### config.mk
export PLATFORM = sky130hd
export DESIGN_NAME = flyback_pwm_startup_control
export DESIGN_NICKNAME = d
export VERILOG_FILES = /design/src/rtl/pwm_pkg.sv /design/src/rtl/pin_sync3.sv /design/src/rtl/osc_jitter.sv /design/src/rtl/flyback_pwm_startup_control.sv
export VERILOG_INCLUDE_DIRS = /design/src /design/src/rtl
export SDC_FILE = /design/constraint.sdc
export NUM_CORES = 1
export LEC_CHECK = 0
export BUFFER_PORTS_ARGS = -buffer_cell sky130_fd_sc_hd__buf_2
export CORE_MARGIN = 1
export CORE_UTILIZATION = 30
export DETAILED_ROUTE_END_ITERATION = 12
export SYNTH_ARGS = -nofsm -noshare
export SYNTH_HDL_FRONTEND = slang
export SYNTH_SLANG_ARGS = --single-unit
### constraint.sdc
create_clock -name sys_clk -period 33.4 [get_ports sys_clk]
set_input_delay 1.67 -clock sys_clk [delete_from_list [all_inputs] [get_ports sys_clk]]
set_output_delay 1.67 -clock sys_clk [all_outputs]
set_load 0.1 [all_outputs]
### src/rtl/pwm_defines.svh
// Named levels, ratios and times of the flyback switching controller.
// Assumes 1 mV per code step on the sense and feedback sample buses.
`ifndef PWM_DEFINES_SVH
`define PWM_DEFINES_SVH

// System clock rate in hertz.
`define SYS_CLK_HZ 20000000
// Soft start length in ms, number of steps, first and final limits in mV.
`define SS_TIME_MS 12
`define SS_STEPS 4
`define SS_START_MV 12'h012C
`define SS_STEP_MV 12'h007D
`define SS_LAST_STEP 2'h3
`define NORMAL_LIMIT_MV 12'h0320
// Peak limit in light-load bursts, burst entry, restart and exit levels in mV.
`define BURST_LIMIT_MV 12'h010E
`define BURST_ENTRY_MV 12'h0406
`define BURST_ON_MV 12'h0640
`define BURST_EXIT_MV 12'h0AAA
// Burst entry blanking time in ms.
`define BURST_BLANK_MS 20
// Frequency reduction starts below this feedback level in mV.
`define FREQ_REDUCE_MV 12'h06A4
// Nominal and floor switching frequency in kHz.
`define FSW_KHZ 65
`define FLOOR_KHZ 20
// Jitter depth in percent and jitter period in ms.
`define JITTER_PCT 4
`define JITTER_MS 4
// Duty ceiling 3/4 and slope compensation start 2/5 of the period.
`define DUTY_NUM 14'h0003
`define DUTY_DEN 14'h0004
`define SLOPE_NUM 14'h0002
`define SLOPE_DEN 14'h0005
// Blanking interval and floor sample delay in ns, sense floor in mV.
`define BLANK_NS 220
`define SAMPLE_NS 1000
`define SENSE_FLOOR_MV 12'h0064
// Pulses with a low sense level before auto restart, minus one.
`define FLOOR_MISS_LAST 2'h2

`endif

### src/rtl/pwm_pkg.sv
// Types shared by the flyback switching controller files.
// Assumes nothing beyond a SystemVerilog compiler.
package pwm_pkg;

	// Operating phase of the controller.
	typedef enum logic [2:0] {PH_PRE_LOW, PH_PRE_HIGH, PH_SOFT, PH_NORMAL, PH_RESTART} phase_e;

	// Synchronised supply comparator flags.
	typedef struct packed {
		logic aboveOn;
		logic aboveShort;
	} supply_s;

endpackage

### src/rtl/pin_sync3.sv
// Three-stage synchroniser for asynchronous comparator pins.
// Assumes pins may change at any time relative to sys_clk.
`timescale 1ns/1ns
`default_nettype none
module pin_sync3 #(
	parameter int W = 2
) (
	input wire logic sys_clk,
	input wire logic rst,
	input wire logic [W-1:0] pinIn,
	output logic [W-1:0] pinOut
);
	// All state of the synchroniser.
	typedef struct packed {
		logic [W-1:0] s1;
		logic [W-1:0] s2;
		logic [W-1:0] s3;
		logic [W-1:0] q;
	} sync_s;

	sync_s r;
	sync_s n;
	logic [W-1:0] qNext; // Agreed value per bit.

	// A bit changes only once the second and third stages agree.
	for (genvar i = 0; i < W; i++) begin : g_bit
		assign qNext[i] = (r.s2[i] == r.s3[i]) ? r.s3[i] : r.q[i];
	end

	// Next state: shift the pin through the stages.
	always_comb begin
		n = r;
		n.s1 = pinIn;
		n.s2 = r.s1;
		n.s3 = r.s2;
		n.q = qNext;
	end

	// State register with synchronous reset.
	always_ff @(posedge sys_clk) begin
		if (rst) begin
			r <= '0;
		end else begin
			r <= n;
		end
	end

	assign pinOut = r.q;
endmodule
`default_nettype wire

### src/rtl/osc_jitter.sv
// Switching oscillator with frequency reduction and triangular jitter.
// Assumes feedback samples arrive on sys_clk.
`timescale 1ns/1ns
`default_nettype none
`include "pwm_defines.svh"
module osc_jitter import pwm_pkg::*; #(
	parameter int JITTER_CYC = `JITTER_MS * (`SYS_CLK_HZ / 1000),
	parameter int REDUCE_SHIFT = 1
) (
	input wire logic sys_clk,
	input wire logic rst,
	input wire logic [11:0] fbCode,
	input wire logic jitterEn,
	output logic cycleStart,
	output logic [11:0] periodLen
);
	// Nominal and floor periods, jitter depth and jitter step spacing.
	localparam int BASE = `SYS_CLK_HZ / (`FSW_KHZ * 1000);
	localparam int FLOOR = `SYS_CLK_HZ / (`FLOOR_KHZ * 1000);
	localparam int JDEPTH = BASE * `JITTER_PCT / 100;
	localparam int JSTEP = JITTER_CYC / (4 * JDEPTH);

	// All state of the oscillator.
	typedef struct packed {
		logic [11:0] cnt;
		logic signed [7:0] jOff;
		logic jDown;
		logic [15:0] jTick;
		logic start;
		logic [11:0] period;
	} osc_s;

	osc_s r;
	osc_s n;
	logic [12:0] reduced; // Period after frequency reduction.
	logic [12:0] capped; // Period held at the frequency floor.
	logic signed [13:0] target; // Period with jitter added.

	// Period target: longer as feedback falls, held at the floor.
	always_comb begin
		reduced = 13'(BASE);
		if (fbCode < `FREQ_REDUCE_MV) begin
			reduced = 13'(BASE) + 13'((`FREQ_REDUCE_MV - fbCode) >> REDUCE_SHIFT);
		end
		capped = (reduced > 13'(FLOOR)) ? 13'(FLOOR) : reduced;
		target = signed'(14'(capped)) + 14'(r.jOff);
	end

	// Next state: count the period and walk the jitter triangle.
	always_comb begin
		n = r;
		n.start = 1'b0;
		n.cnt = r.cnt + 12'h0001;
		if (r.cnt + 12'h0001 >= 12'(target)) begin
			n.cnt = '0;
			n.start = 1'b1;
			n.period = 12'(target);
		end
		if (!jitterEn) begin
			n.jOff = '0;
			n.jTick = '0;
		end else if (r.jTick >= 16'(JSTEP - 1)) begin
			n.jTick = '0;
			n.jOff = r.jDown ? r.jOff - 8'sd1 : r.jOff + 8'sd1;
			if (!r.jDown && r.jOff >= 8'(JDEPTH - 1)) begin
				n.jDown = 1'b1;
			end else if (r.jDown && r.jOff <= -8'(JDEPTH - 1)) begin
				n.jDown = 1'b0;
			end
		end else begin
			n.jTick = r.jTick + 16'h0001;
		end
	end

	// State register with synchronous reset.
	always_ff @(posedge sys_clk) begin
		if (rst) begin
			r <= '0;
			r.period <= 12'(BASE);
		end else begin
			r <= n;
		end
	end

	assign cycleStart = r.start;
	assign periodLen = r.period;
endmodule
`default_nettype wire

### src/rtl/flyback_pwm_startup_control.sv
// Startup sequencing and peak current mode switching of a flyback controller.
// Assumes supply comparator pins are asynchronous and sense and feedback
// samples are 12-bit mV codes delivered by a converter on sys_clk.
//
// How it works
// - precharge small current, then larger current.
// - above turn-on threshold start with soft start.
// - twelve ms four steps raise limit 0.3 to 0.8.
// - feedback loop takes over once output regulates.
// - switch on at each oscillator cycle start.
// - switch off when scaled sense exceeds feedback.
// - blanking interval ignores comparison, sets minimum on-time.
// - force off at three quarters duty.
// - comparison signal is sense times gain plus offset.
// - low sense on three pulses enters auto restart.
// - frequency falls below 1.7 V, held at floor.
// - slope term grows after forty percent on-time.
// - no slope term in light-load burst mode.
// - nominal frequency dithered four percent over 4 ms.
// - jitter only after soft start, kept during reduction.
// - sense above peak limit turns gate off.
// - light load enters burst mode switching.
`timescale 1ns/1ns
`default_nettype none
`include "pwm_defines.svh"
module flyback_pwm_startup_control import pwm_pkg::*; #(
	parameter int SS_STEP_CYC = `SS_TIME_MS * (`SYS_CLK_HZ / 1000) / `SS_STEPS,
	parameter int JITTER_CYC = `JITTER_MS * (`SYS_CLK_HZ / 1000),
	parameter int BURST_BLANK_CYC = `BURST_BLANK_MS * (`SYS_CLK_HZ / 1000),
	parameter logic [15:0] PWM_GAIN = 16'h0003,
	parameter logic [15:0] PWM_OFFSET_MV = 16'h0258,
	parameter logic [15:0] SLOPE_RATE = 16'h0002
) (
	input wire logic sys_clk,
	input wire logic rst,
	input wire logic supplyAboveShortPin,
	input wire logic supplyAboveOnPin,
	input wire logic [11:0] senseCode,
	input wire logic [11:0] fbCode,
	output logic gateOn,
	output logic chargeLowEn,
	output logic chargeHighEn,
	output logic softStartActive,
	output logic burstActive,
	output logic autoRestart
);
	// Blanking and floor sample delays in cycles, rounded up.
	localparam int CLK_PER_US = `SYS_CLK_HZ / 1000000;
	localparam int BLANK_CYC = (`BLANK_NS * CLK_PER_US + 999) / 1000;
	localparam int SAMPLE_CYC = (`SAMPLE_NS * CLK_PER_US + 999) / 1000;

	// All state of the controller.
	typedef struct packed {
		phase_e phase;
		logic [1:0] ssStep;
		logic [16:0] ssCnt;
		logic gate;
		logic [11:0] onCnt;
		logic [1:0] floorMiss;
		logic burst;
		logic burstRun;
		logic [22:0] burstCnt;
		logic chargeLow;
		logic chargeHigh;
		logic jitterEn;
		logic softStart; // Registered copy of the soft start phase for the output pin.
		logic restart; // Registered copy of the auto restart phase for the output pin.
	} ctrl_s;

	ctrl_s r;
	ctrl_s n;
	logic [1:0] supplyRaw; // Synchronised supply comparator pins.
	supply_s supply; // Same flags by name.
	logic cycleStart; // One-cycle pulse at each oscillator period start.
	logic [11:0] periodLen; // Length of the running period in cycles.
	logic [11:0] dutyMax; // On-time ceiling in cycles.
	logic [11:0] slopeStart; // On-time at which slope compensation begins.
	logic [15:0] slopeTerm; // Slope compensation added to the sense level.
	logic [15:0] pwmLevel; // Scaled sense level compared with feedback.
	logic [11:0] ssLimit; // Peak limit of the present soft start step.
	logic [11:0] peakLimit; // Peak limit in force.
	logic switchOk; // Switching is allowed in this period.
	logic blanked; // Comparisons are still masked.
	logic turnOff; // Present pulse ends this cycle.

	// Supply comparator pins come from the analog side.
	pin_sync3 #(.W(2)) u_sync (
		.sys_clk(sys_clk),
		.rst(rst),
		.pinIn({supplyAboveOnPin, supplyAboveShortPin}),
		.pinOut(supplyRaw)
	);
	assign supply = supply_s'(supplyRaw);

	// Oscillator with frequency reduction and jitter.
	osc_jitter #(.JITTER_CYC(JITTER_CYC)) u_osc (
		.sys_clk(sys_clk),
		.rst(rst),
		.fbCode(fbCode),
		.jitterEn(r.jitterEn),
		.cycleStart(cycleStart),
		.periodLen(periodLen)
	);

	// Derived limits and the comparison level of the current pulse.
	always_comb begin
		dutyMax = 12'((14'(periodLen) * `DUTY_NUM) / `DUTY_DEN);
		slopeStart = 12'((14'(periodLen) * `SLOPE_NUM) / `SLOPE_DEN);
		slopeTerm = '0;
		if (!r.burst && r.onCnt > slopeStart) begin
			slopeTerm = 16'(r.onCnt - slopeStart) * SLOPE_RATE;
		end
		pwmLevel = 16'(senseCode) * PWM_GAIN + PWM_OFFSET_MV + slopeTerm;
		ssLimit = 12'(`SS_START_MV + 12'(r.ssStep) * `SS_STEP_MV);
		if (r.phase == PH_SOFT) begin
			peakLimit = ssLimit;
		end else if (r.burst) begin
			peakLimit = `BURST_LIMIT_MV;
		end else begin
			peakLimit = `NORMAL_LIMIT_MV;
		end
		switchOk = (r.phase == PH_SOFT || r.phase == PH_NORMAL) && (!r.burst || r.burstRun);
		blanked = r.onCnt < 12'(BLANK_CYC);
		// Whichever ends first, feedback or limit, governs the pulse.
		turnOff = (!blanked && pwmLevel > 16'(fbCode))
			|| (!blanked && senseCode > peakLimit)
			|| (r.onCnt + 12'h0001 >= dutyMax);
	end

	// Next state: phase sequencing, gate pulse and burst control.
	always_comb begin
		n = r;
		// Gate pulse: start on the oscillator, end on comparison or ceiling.
		if (r.gate) begin
			n.onCnt = r.onCnt + 12'h0001;
			if (turnOff) begin
				n.gate = 1'b0;
			end
			// Sense floor check a fixed delay into the on-time.
			if (r.onCnt == 12'(SAMPLE_CYC)) begin
				if (senseCode < `SENSE_FLOOR_MV) begin
					n.floorMiss = r.floorMiss + 2'h1;
					if (r.floorMiss == `FLOOR_MISS_LAST) begin
						n.phase = PH_RESTART;
					end
				end else begin
					n.floorMiss = '0;
				end
			end
		end else if (cycleStart && switchOk) begin
			n.gate = 1'b1;
			n.onCnt = '0;
		end
		unique case (r.phase)
			PH_PRE_LOW: begin
				// Small charge current until the short threshold.
				if (supply.aboveShort) begin
					n.phase = PH_PRE_HIGH;
				end
			end
			PH_PRE_HIGH: begin
				// Larger charge current until the turn-on threshold.
				if (supply.aboveOn) begin
					n.phase = PH_SOFT;
					n.ssStep = '0;
					n.ssCnt = '0;
					n.floorMiss = '0;
				end
			end
			PH_SOFT: begin
				// Equal time steps, each raising the peak limit.
				if (r.ssCnt >= 17'(SS_STEP_CYC - 1)) begin
					n.ssCnt = '0;
					if (r.ssStep == `SS_LAST_STEP) begin
						// A floor fault found in this same cycle keeps priority over the handover.
						if (n.phase == PH_SOFT) begin
							n.phase = PH_NORMAL;
						end
					end else begin
						n.ssStep = r.ssStep + 2'h1;
					end
				end else begin
					n.ssCnt = r.ssCnt + 17'h0_0001;
				end
			end
			PH_NORMAL: begin
				if (!r.burst) begin
					// Enter bursts after feedback stays low for the blanking time.
					if (fbCode < `BURST_ENTRY_MV) begin
						n.burstCnt = r.burstCnt + 23'h00_0001;
						if (r.burstCnt >= 23'(BURST_BLANK_CYC - 1)) begin
							n.burst = 1'b1;
							n.burstRun = 1'b0;
						end
					end else begin
						n.burstCnt = '0;
					end
				end else if (fbCode > `BURST_EXIT_MV) begin
					// Load step: back to normal switching at once.
					n.burst = 1'b0;
					n.burstCnt = '0;
				end else if (fbCode > `BURST_ON_MV) begin
					n.burstRun = 1'b1;
				end else if (fbCode < `BURST_ENTRY_MV) begin
					n.burstRun = 1'b0;
				end
			end
			PH_RESTART: begin
				// Wait for the supply to collapse, then precharge again.
				if (!supply.aboveOn) begin
					n.phase = PH_PRE_LOW;
				end
			end
			default: begin
				// Unused phase codes fall back to a fresh precharge.
				n.phase = PH_PRE_LOW;
			end
		endcase
		if (n.phase == PH_RESTART) begin
			n.gate = 1'b0;
			n.burst = 1'b0;
			n.burstRun = 1'b0;
			n.burstCnt = '0;
		end
		n.chargeLow = (n.phase == PH_PRE_LOW);
		n.chargeHigh = (n.phase == PH_PRE_HIGH);
		n.jitterEn = (n.phase == PH_NORMAL);
		n.softStart = (n.phase == PH_SOFT);
		n.restart = (n.phase == PH_RESTART);
	end

	// State register with synchronous reset.
	always_ff @(posedge sys_clk) begin
		if (rst) begin
			r <= '0;
			r.phase <= PH_PRE_LOW;
			r.chargeLow <= 1'b1;
		end else begin
			r <= n;
		end
	end

	// Outputs come straight from the state register.
	assign gateOn = r.gate;
	assign chargeLowEn = r.chargeLow;
	assign chargeHighEn = r.chargeHigh;
	assign softStartActive = r.softStart;
	assign burstActive = r.burst;
	assign autoRestart = r.restart;

	// Checks on the behaviour above.
	property p_precharge;
		@(posedge sys_clk) disable iff (rst)
		(r.phase == PH_PRE_LOW) && !supply.aboveShort |=> chargeLowEn && !chargeHighEn;
	endproperty
	a_precharge: assert property (p_precharge) else $error("precharge current wrong");

	property p_no_early_gate;
		@(posedge sys_clk) disable iff (rst)
		(r.phase == PH_PRE_LOW || r.phase == PH_PRE_HIGH) |-> !gateOn;
	endproperty
	a_no_early_gate: assert property (p_no_early_gate) else $error("gate before turn-on");

	property p_soft_first;
		@(posedge sys_clk) disable iff (rst)
		(r.phase == PH_PRE_HIGH) && supply.aboveOn |=> softStartActive && r.ssStep == 2'h0;
	endproperty
	a_soft_first: assert property (p_soft_first) else $error("no soft start");

	property p_on_sync;
		@(posedge sys_clk) disable iff (rst)
		$rose(gateOn) |-> $past(cycleStart);
	endproperty
	a_on_sync: assert property (p_on_sync) else $error("gate on off-cycle");

	property p_blank;
		@(posedge sys_clk) disable iff (rst)
		$fell(gateOn) && !autoRestart |-> $past(r.onCnt) >= 12'(BLANK_CYC) || $past(r.onCnt) + 12'h0001 >= $past(dutyMax);
	endproperty
	a_blank: assert property (p_blank) else $error("pulse shorter than blanking");

	property p_duty;
		@(posedge sys_clk) disable iff (rst)
		gateOn && !cycleStart |-> r.onCnt < dutyMax;
	endproperty
	a_duty: assert property (p_duty) else $error("duty ceiling exceeded");

	property p_peak;
		@(posedge sys_clk) disable iff (rst)
		gateOn && !blanked && senseCode > peakLimit |=> !gateOn;
	endproperty
	a_peak: assert property (p_peak) else $error("peak limit ignored");

	property p_floor;
		@(posedge sys_clk) disable iff (rst)
		gateOn && r.floorMiss == `FLOOR_MISS_LAST && r.onCnt == 12'(SAMPLE_CYC)
			&& senseCode < `SENSE_FLOOR_MV |=> autoRestart && !gateOn;
	endproperty
	a_floor: assert property (p_floor) else $error("sense floor fault missed");

	property p_slope_burst;
		@(posedge sys_clk) disable iff (rst)
		burstActive |-> pwmLevel == 16'(senseCode) * PWM_GAIN + PWM_OFFSET_MV;
	endproperty
	a_slope_burst: assert property (p_slope_burst) else $error("slope term in burst");

	property p_jitter;
		@(posedge sys_clk) disable iff (rst)
		softStartActive |-> !r.jitterEn;
	endproperty
	a_jitter: assert property (p_jitter) else $error("jitter during soft start");

	property p_restart;
		@(posedge sys_clk) disable iff (rst)
		autoRestart |-> !gateOn ##1 (autoRestart || chargeLowEn);
	endproperty
	a_restart: assert property (p_restart) else $error("switching in auto restart");

	c_normal: cover property (@(posedge sys_clk) disable iff (rst) $rose(r.phase == PH_NORMAL));
	c_burst: cover property (@(posedge sys_clk) disable iff (rst) $rose(burstActive));
	c_restart: cover property (@(posedge sys_clk) disable iff (rst) $rose(autoRestart));
	c_peak_off: cover property (@(posedge sys_clk) disable iff (rst) gateOn && turnOff);
endmodule
`default_nettype wire

==> results.toml, run 1 <==
[status]
status = "finished with violations"
violations = "design-rule violations"

[global_routing]
grt_pass1_vias = 10600
grt_pass1_wl_um = 53000
grt_max_degree = 65
track_usage_pct = 15.2
antenna_found_initial = 0
grt_overflow = 0

[clock_network]
clk_pin_slew_ns = 0.06
numCtsBuffers = 17
cts.sinks = 125
insertion_delay_ns = 0.42
cts_tree = "done"
ctsLongestPathBuffers = 2
cts_setup_buffers = 0
ctsHtreeMaxLevel = 4
cts-root-buf = "clkbuf_16"
ctsResizeCount = 0
cts_hold_buf = 0

[placed_design]
port_buffers = 33
detailed_place_hpwl_um = 25500
globalplace.congestion = 0.899

[yosys]
avgSynthCellArea_um2 = 7.81
yosys_warnings = 0
synth_area_leader_cell = "dfxtp_1"
async_flop_share_pct = 0
yosys_register_bits = 125
netlist_instances = 1609
yosys_most_used_dff = "dfxtp_1"
ys_seq_area_share_pct = 19.9
synth_area_leaders = "dfxtp_1 20%, ha_1 15%, xnor2_1 6.1%"
synth_edf_count = 0
yosysTopAreaCellShare_pct = 19.9
netlist_area_mm2 = 0.0126
yosysUniqueCellTypes = 105

[timing]
period_needed_ns = 13.88
relSlewSlack_pct = 16.6
setup_viol = 0
finalSetupTns_ns = 0
slew_viol_final = 0
final.setup_skew_ns = 0.0161
rsz0062_at_grt = "false"
fmax_mhz = 72.1
fin_crit_sh_pct = 41.5
worst_slew_pin_slew_ns = 1.25
hold_violations = 0

[critical_path]
r2r-start = "u_osc.periodLen[2]"
cp-start-kind = "register"
worstPathRequired_ns = 33.72
cp_data_arrival_time_ns = 14.20
endpoint_kind = "register"
startpoint = "u_osc.periodLen[2]"
critical_path_class = "register to register"
cpPeakStageDelay_ns = 0.69
slowest_stage = "dfxtp_1"
worst_path_most_repeated_cell = "a21o_1"
crit_fanout = 16

[worst_hold_path]
hold_class = "register to register"
min_from = "u_sync.n[4]"

[detailed_routing]
initialDrtViolationCount = 650
post-route-drc-count = 2
postRouteAntennaNets = 0
avgViaCountPerCell = 5.25
drt_pass1_iterations = 9
wire_per_inst_um = 14.8
num_vias = 11400
routed_wl_um = 32100

[layout]
fin_nets = 1816
diodes = 0
fill_cells = 4312
multi_input_area_mm2 = 0.00946
synthToLayoutAreaGrowth_pct = 10.5
drive_above_1_share_pct = 7.57
ff_latch_area_mm2 = 0.00250

[floorplan]
core_mm2 = 0.0411
die_width_um = 207
initial_utilization_pct = 30.6
die-area_mm2 = 0.0427
ioPinCount = 34
rows = 74
dieHeight_um = 207

[power_and_ir_drop]
power_w = 0.000400
power-per-cell-area_mw_per_mm2 = 28.8
irDropWorstVdd_v = 0.0000354
leakage_nw = 5.99

[run]
maxCapViolations = 0
[power breakdown]
part	switching (W)	internal, W	leakage (nW)	total [W]
registers	0.000000653	0.000150	1.01	0.000151
clock network	0.0000759	0.000115	0.302	0.000191
logic	0.0000346	0.0000241	4.68	0.0000587
[path summary, 6_finish.rpt]
kind / endpoint / slack, ns / cells after the start
max: gateOn / 19.52 / 58
min: u_sync.n[2] / 0.44 / 1
max reg2reg: gateOn / 19.52 / 58
min reg2reg: u_sync.n[2] / 0.44 / 1
[metrics by stage]
stage	setup WS (ns)	hold WS (ns)	cell area (µm²)	util [%]	cells
after floorplan	21.66	0.414	12600	-	1614
after global placement	19.92	0.433	13300	32.3	2139
after detailed placement	19.62	0.432	13300	32.3	2139
after CTS	19.54	0.446	13900	33.8	2171
after global routing	18.11	0.470	13900	33.8	2171
final	19.52	0.440	13900	33.8	2171
[cells by family after synthesis]
kind of cell / synth area share [%]
AO/OA/AOI/OAI: 23.3
buffers and inverters: 4.92
adder cells (fa/ha/maj): 17.3
AND/OR/NAND/NOR: 22.9
other: 0.0298
XOR/XNOR: 10.3
multiplexers: 1.33
flip-flops: 19.9
[state kept, by name, summed over array words and instances (netlist names)]
register and cells:
u_osc.r 37, softStartActive 1, u_osc.periodLen 12, chargeHighEn 1, gateOn 1, u_sync.r 2
u_sync.n 4, u_sync.pinOut 2, chargeLowEn 1, burstActive 1, autoRestart 1, u_osc.cycleStart 1
r 61
[cells in the mapped netlist, drive strengths merged, types with 14 or more instances]
library cell	instances
dfxtp	125
nand2	103
a31oi	18
nor2	161
clkbuf	38
a21o	38
nor2b	52
a211oi	15
o21ai	94
and3	32
ha	146
xor2	56
nor3	28
a21oi	135
nand3	58
nand2b	24
xnor2	89
nand4	21
fa	16
o21bai	17
a211o	17
inv	116
and2	14
[metal layers]
layer  track usage [%]  up-vias  wire length (µm)
li1                  -     5764                 -
met3              1.95       34              1050
met2              24.8      242             14800
met4              4.10        0               518
met1              21.0     5365             15700
met5                 0        -                 0
[layout by cell type (no fill, tap or decap), types with 56 or more instances in the layout]
cell type and n:
a21oi_1 132, xor2_1 56, ha_1 146, o21ai_0 82, nand2_1 103, nor2_1 161, inv_1 114, nand3_1 56
xnor2_1 87, dfxtp_1 125
[critical path: cells and delay by family, from the launching register on]
family / cells / cell delay (ns)
buffers and inverters: 4 / 0.51
AO/OA/AOI/OAI: 30 / 6.75
adder cells (fa/ha/maj): 7 / 2.14
flip-flops: 1 / 0.69
AND/OR/NAND/NOR: 14 / 2.93
XOR/XNOR: 1 / 0.12
multiplexers: 2 / 0.59
[cell type report]
class / count / area share, %
multi-input cells: 1328 / 68.2
clock inverters: 14 / 1.24
inverters: 116 / 3.14
repair buffers: 38 / 1.46
clock buffers: 18 / 3.16
well taps: 532 / 4.80
flip-flops and latches: 125 / 18.0
Note: power is estimated with default switching activity, not from simulation.
==> inputs of run 2 (changes only) <==
==> constraint.sdc (replaced) <==
create_clock -name sys_clk -period 13.65 [get_ports sys_clk]
set_input_delay 0.6825 -clock sys_clk [delete_from_list [all_inputs] [get_ports sys_clk]]
set_output_delay 0.6825 -clock sys_clk [all_outputs]
set_load 0.1 [all_outputs]
==> run 2 against run 1 <==
Compared with the run above:
- the run still ends with design-rule violations left
- flip-flop and latch count did not move
- clock power rose by 140%
- first-iteration DRC count rose by 4.3%
- sequential share of layout area fell by 0.23 points
- via count rose by 0.19%
- sequential power rose by 140%
- setup slack got worse by 19 ns
- non-clock buffer count rose by 9
- final area rose by 1.5%
- cell count rose by 0.41%
- critical endpoint unchanged
==> results.toml, run 2 (synthesis results as in run 1) <==
[status]
status = "finished with violations"
violations = "design-rule violations"

[clock_network]
cts.sinks = 125
numCtsBuffers = 17
cts-root-buf = "clkbuf_16"
insertion_delay_ns = 0.42
clk_pin_slew_ns = 0.06
ctsLongestPathBuffers = 2
ctsHtreeMaxLevel = 4
cts_tree = "done"
cts_hold_buf = 0

[placed_design]
globalplace.congestion = 0.913
dp_slack_ns = 0.316
detailed_place_hpwl_um = 26000
port_buffers = 33
dpl.cell_count = 2144

[floorplan]
dieHeight_um = 207
ioPinCount = 34
core_mm2 = 0.0411
initial_utilization_pct = 30.6
die-area_mm2 = 0.0427
rows = 74
die_width_um = 207

[layout]
diodes = 0
fill_cells = 4328
synthToLayoutAreaGrowth_pct = 12.1
utilization_pct = 34.3
layout_common_cells = "158 x nor2_1, 145 x ha_1, 131 x a21oi_1, 121 x dfxtp_1, 114 x inv_1"
largest_reg_flops = 61
largest-register = "r"
drive_above_1_share_pct = 9.53
fin_cells = 2180
final_common_cell = "nor2_1"
fin_nets = 1825

[critical_path]
crit_fanout = 10
cp-start-kind = "register"
worstPathRequired_ns = 13.97
critical_path_class = "register to register"
cp_num_buf_inv = 5
critPathTopFamily = "compound AO/OA/AOI/OAI gates"
cp_data_arrival_time_ns = 13.09
worst_path_most_repeated_cell = "a21o_1"
cpPeakStageDelay_ns = 0.55
endpoint_kind = "register"
slowest_stage = "or4_4"

[timing]
period_needed_ns = 12.77
slew_viol_final = 0
final.setup_skew_ns = 0.0267
worst_slew_pin_slew_ns = 1.25
finalSetupTns_ns = 0
fmax_mhz = 78.3
final.setup.worst_slack_ns = 0.881
hold_violations = 0
relSlewSlack_pct = 16.3
setup_viol = 0
fin_crit_sh_pct = 93.5

[power_and_ir_drop]
power_w = 0.000963
irDropWorstVdd_v = 0.0000828
leakage_nw = 6.06
power-per-cell-area_mw_per_mm2 = 68.4

[global_routing]
grt_max_degree = 65
track_usage_pct = 15.7
grt_pass1_vias = 11000
antenna_found_initial = 0
grt_overflow = 0
grt_pass1_wl_um = 54600

[detailed_routing]
postRouteAntennaNets = 0
avgViaCountPerCell = 5.24
drt_pass1_iterations = 9
wire_per_inst_um = 15.2
post-route-drc-count = 2
initialDrtViolationCount = 678
routed_wl_um = 33200
num_vias = 11400

[run]
maxCapViolations = 0

[worst_hold_path]
hold_class = "register to register"
## run 2: cell count changes in the layout (fill, tap and decap cells not counted), moves of 3 or more
cell      previous run  this run
buf_4                5        14
clkinv_4             5         2
dfxtp_1            125       121
dfxtp_2              0         4
nor2_1             161       158
nor2_2               0         3
o21ai_0             82        79
## run 2: repair_timing
item                       4_1_cts  5_1_grt
setup endpoints to repair        0        1
buffers inserted                 0        4
gates resized for setup          0       37
## run 2: per-stage QoR
stage | area [µm²] | hold WS [ns]
finish | 14100 | 0.439
global route | 14100 | 0.475
CTS | 13900 | 0.443
detailed placement | 13300 | 0.428
global placement | 13300 | 0.427
floorplan | 12600 | 0.414
## run 2: cell type report
class	instances	area (µm²)	area share (%)
clock inverters	14	146	1.04
multi-input cells	1328	9630	68.3
inverters	116	435	3.09
repair buffers	47	270	1.92
well taps	532	666	4.72
clock buffers	18	439	3.12
flip-flops and latches	125	2510	17.8
## run 2: report_power, final
part           internal, W  switching (W)  total (W)
clock             0.000263       0.000187   0.000450
combinational    0.0000597      0.0000854   0.000145
sequential        0.000367     0.00000141   0.000368
## run 2: path summary, 6_finish.rpt
check                            from          end  slack (ns)  cells after the start
hold / removal            u_sync.n[4]  u_sync.n[2]        0.44                      1
hold reg to reg           u_sync.n[4]  u_sync.n[2]        0.44                      1
setup reg to reg  u_osc.periodLen[10]       gateOn        0.88                     60
setup / recovery  u_osc.periodLen[10]       gateOn        0.88                     60
## run 2: layer usage
layer	track usage (%)	part of all wire (%)	up-vias
met1	21.3	49	5381
met2	25.7	46	215
met4	4.15	1.6	0
li1	-	-	5799
met3	2.29	3.2	32
met5	0	0	-
==> inputs of run 3 (changes only) <==
==> constraint.sdc (replaced) <==
create_clock -name sys_clk -period 14.2 [get_ports sys_clk]
set_input_delay 0.71 -clock sys_clk [delete_from_list [all_inputs] [get_ports sys_clk]]
set_output_delay 0.71 -clock sys_clk [all_outputs]
set_load 0.1 [all_outputs]
==> run 3 against run 2 <==
Compared with the run above:
- non-clock buffer count grew 2
- clock skew down 0.017 ns
- combinational power down 5%
- power fell by 3.9%
- cell count hardly changed
- worst hold slack hardly changed
- global-route usage fell by 0.28 points
- first-iteration DRC count up 18%
- highest routed layer unchanged
- clock power shrank 4%
- the flow still finishes with violations (design-rule violations)
- count of clock-buffer cells in the layout shrank 1
- register-to-register slack gained 0.23 ns
==> results.toml, run 3 (synthesis results as in run 1) <==
[floorplan]
die-area_mm2 = 0.0427
die_width_um = 207
core_mm2 = 0.0411
dieHeight_um = 207
ioPinCount = 34
initial_utilization_pct = 30.6
rows = 74

[power_and_ir_drop]
net-switching-power_w = 0.000278
combPwrFrac_pct = 14.9
internal_power_w = 0.000647
p_clk_share_pct = 46.8
power-per-cell-area_mw_per_mm2 = 66.1
pwr-share-seq_pct = 38.3
irDropWorstVdd_v = 0.0000955
switching_share_pct = 30.1
leakage_nw = 6.05

[critical_path]
cp_data_arrival_time_ns = 13.41
r2r_end = "gateOn"
slowest_stage = "or4_4"
reg2reg_depth = 61
crit_fanout = 10
endpoint_kind = "register"
critical_path_class = "register to register"
worstPathRequired_ns = 14.52
reg2reg_slack_ns = 1.11
cp-start-kind = "register"
endpoint = "gateOn"
cpPeakStageDelay_ns = 0.56
startpoint = "u_osc.periodLen[7]"
r2r-start = "u_osc.periodLen[7]"
worst_path_most_repeated_cell = "a21o_1"

[worst_hold_path]
hold_class = "register to register"

[timing]
slew_viol_final = 0
fin_crit_sh_pct = 92.2
hold_violations = 0
rsz0062_at_grt = "false"
finalSetupTns_ns = 0
hold_ws_ns = 0.440
period_needed_ns = 13.09
setup_viol = 0
relSlewSlack_pct = 16.8
worst_slew_pin_slew_ns = 1.24
final.setup_skew_ns = 0.00976
fmax_mhz = 76.4

[clock_network]
ctsLongestPathBuffers = 2
ctsHtreeMaxLevel = 4
cts_hold_buf = 0
cts.sinks = 125
clk_pin_slew_ns = 0.06
numCtsBuffers = 17
insertion_delay_ns = 0.43
cts_tree = "done"
cts-root-buf = "clkbuf_16"

[global_routing]
grt_pass1_vias = 10800
grt_max_degree = 45
antenna_found_initial = 0
track_usage_pct = 15.4
grt_overflow = 0
grt_pass1_wl_um = 53800

[layout]
final_common_cell = "nor2_1"
layout_common_cells = "160 x nor2_1, 146 x ha_1, 132 x a21oi_1, 124 x dfxtp_1, 114 x inv_1"
fill_cells = 4363
synthToLayoutAreaGrowth_pct = 11.5
fin_nets = 1827
finalInstanceArea_mm2 = 0.0140
drive_above_1_share_pct = 8.91
largest_reg_flops = 61
largest-register = "r"
diodes = 0

[placed_design]
globalplace.congestion = 0.898
port_buffers = 33
placed_cell_area_mm2 = 0.0133
detailed_place_hpwl_um = 25600

[detailed_routing]
wire_per_inst_um = 14.9
postRouteAntennaNets = 0
post-route-drc-count = 2
drt_pass1_iterations = 10
routed_wl_um = 32400
num_vias = 11400
initialDrtViolationCount = 803
avgViaCountPerCell = 5.23

[status]
status = "finished with violations"
violations = "design-rule violations"

[run]
maxCapViolations = 0
-- run 3: changes by cell type in the layout (fill, tap and decap cells not counted), sizes merged --
cell,before,now
clkbuf,18,17
clkinv,3,2
buf,47,49
inv,125,128
bufinv,1,0
-- run 3: metrics by stage --
| stage | power (W) | instances | utilization (%) | worst slack [ns] |
|---|---|---|---|---|
| 5_1_grt | 0.000975 | 2182 | 34.1 | 0.0386 |
| 2_1_floorplan | 0.000463 | 1614 | - | 2.46 |
| 3_5_place_dp | 0.000499 | 2143 | 32.4 | 0.709 |
| 3_3_place_gp | 0.000496 | 2143 | 32.4 | 0.999 |
| 6_report | 0.000925 | 2182 | 34.1 | 1.11 |
| 4_1_cts | 0.000936 | 2175 | 33.8 | 0.647 |
-- run 3: worst min path at each step --
stage                      startpoint     endpoint  slack (ns)  cells after the start
final                     u_sync.n[4]  u_sync.n[2]        0.44                      1
after global routing      u_sync.n[4]  u_sync.n[2]        0.46                      1
after CTS                 u_sync.n[4]  u_sync.n[2]        0.45                      1
after detailed placement  u_sync.n[4]  u_sync.n[2]        0.43                      1
after global placement    u_sync.n[4]  u_sync.n[2]        0.43                      1
after floorplan           u_sync.n[4]  u_sync.n[2]        0.41                      1
-- run 3: final cells by class --
type	count	area, µm²	area share [%]
Multi-Input combinational cell	1328	9530	68.0
Sequential cell	125	2500	17.9
Tap cell	532	666	4.75
Inverter	116	435	3.11
Clock buffer	17	425	3.04
Timing Repair Buffer	49	285	2.04
Clock inverter	15	165	1.18
-- run 3: what timing repair did --
| item | CTS | global route |
|---|---|---|
| gates resized for setup | 0 | 17 |
| hold endpoints to repair | 0 | 0 |
| setup endpoints to repair | 0 | 1 |
| setup buffers | 0 | 7 |
-- run 3: metal layers --
layer  share of wire, %  routed length [µm]  global-route usage, %  up-vias
met1                 49               15800                   21.3     5384
met5                  0                   0                      0        -
met3                3.8                1230                   1.84       34
li1                   -                   -                      -     5776
met4                1.5                 482                   3.62        0
met2                 46               14900                   25.3      210
-- run 3: critical path: cells and delay by family, from the launching register on --
kind                     cells  cell delay, ns
multiplexers                 1            0.41
flip-flops                   1            0.51
adder cells (fa/ha/maj)      8            2.34
buffers and inverters        6            0.63
XOR/XNOR                     2            0.33
AND/OR/NAND/NOR             16            2.97
AO/OA/AOI/OAI               28            5.74
-- run 3: power groups by stage --
| stage | logic [W] | clock network [W] | registers, W |
|---|---|---|---|
| after floorplan | 0.000101 | 0 | 0.000362 |
| after global placement | 0.000134 | 0 | 0.000362 |
| after detailed placement | 0.000137 | 0 | 0.000362 |
| after CTS | 0.000138 | 0.000444 | 0.000354 |
| after global routing | 0.000159 | 0.000462 | 0.000354 |
| final | 0.000138 | 0.000433 | 0.000354 |
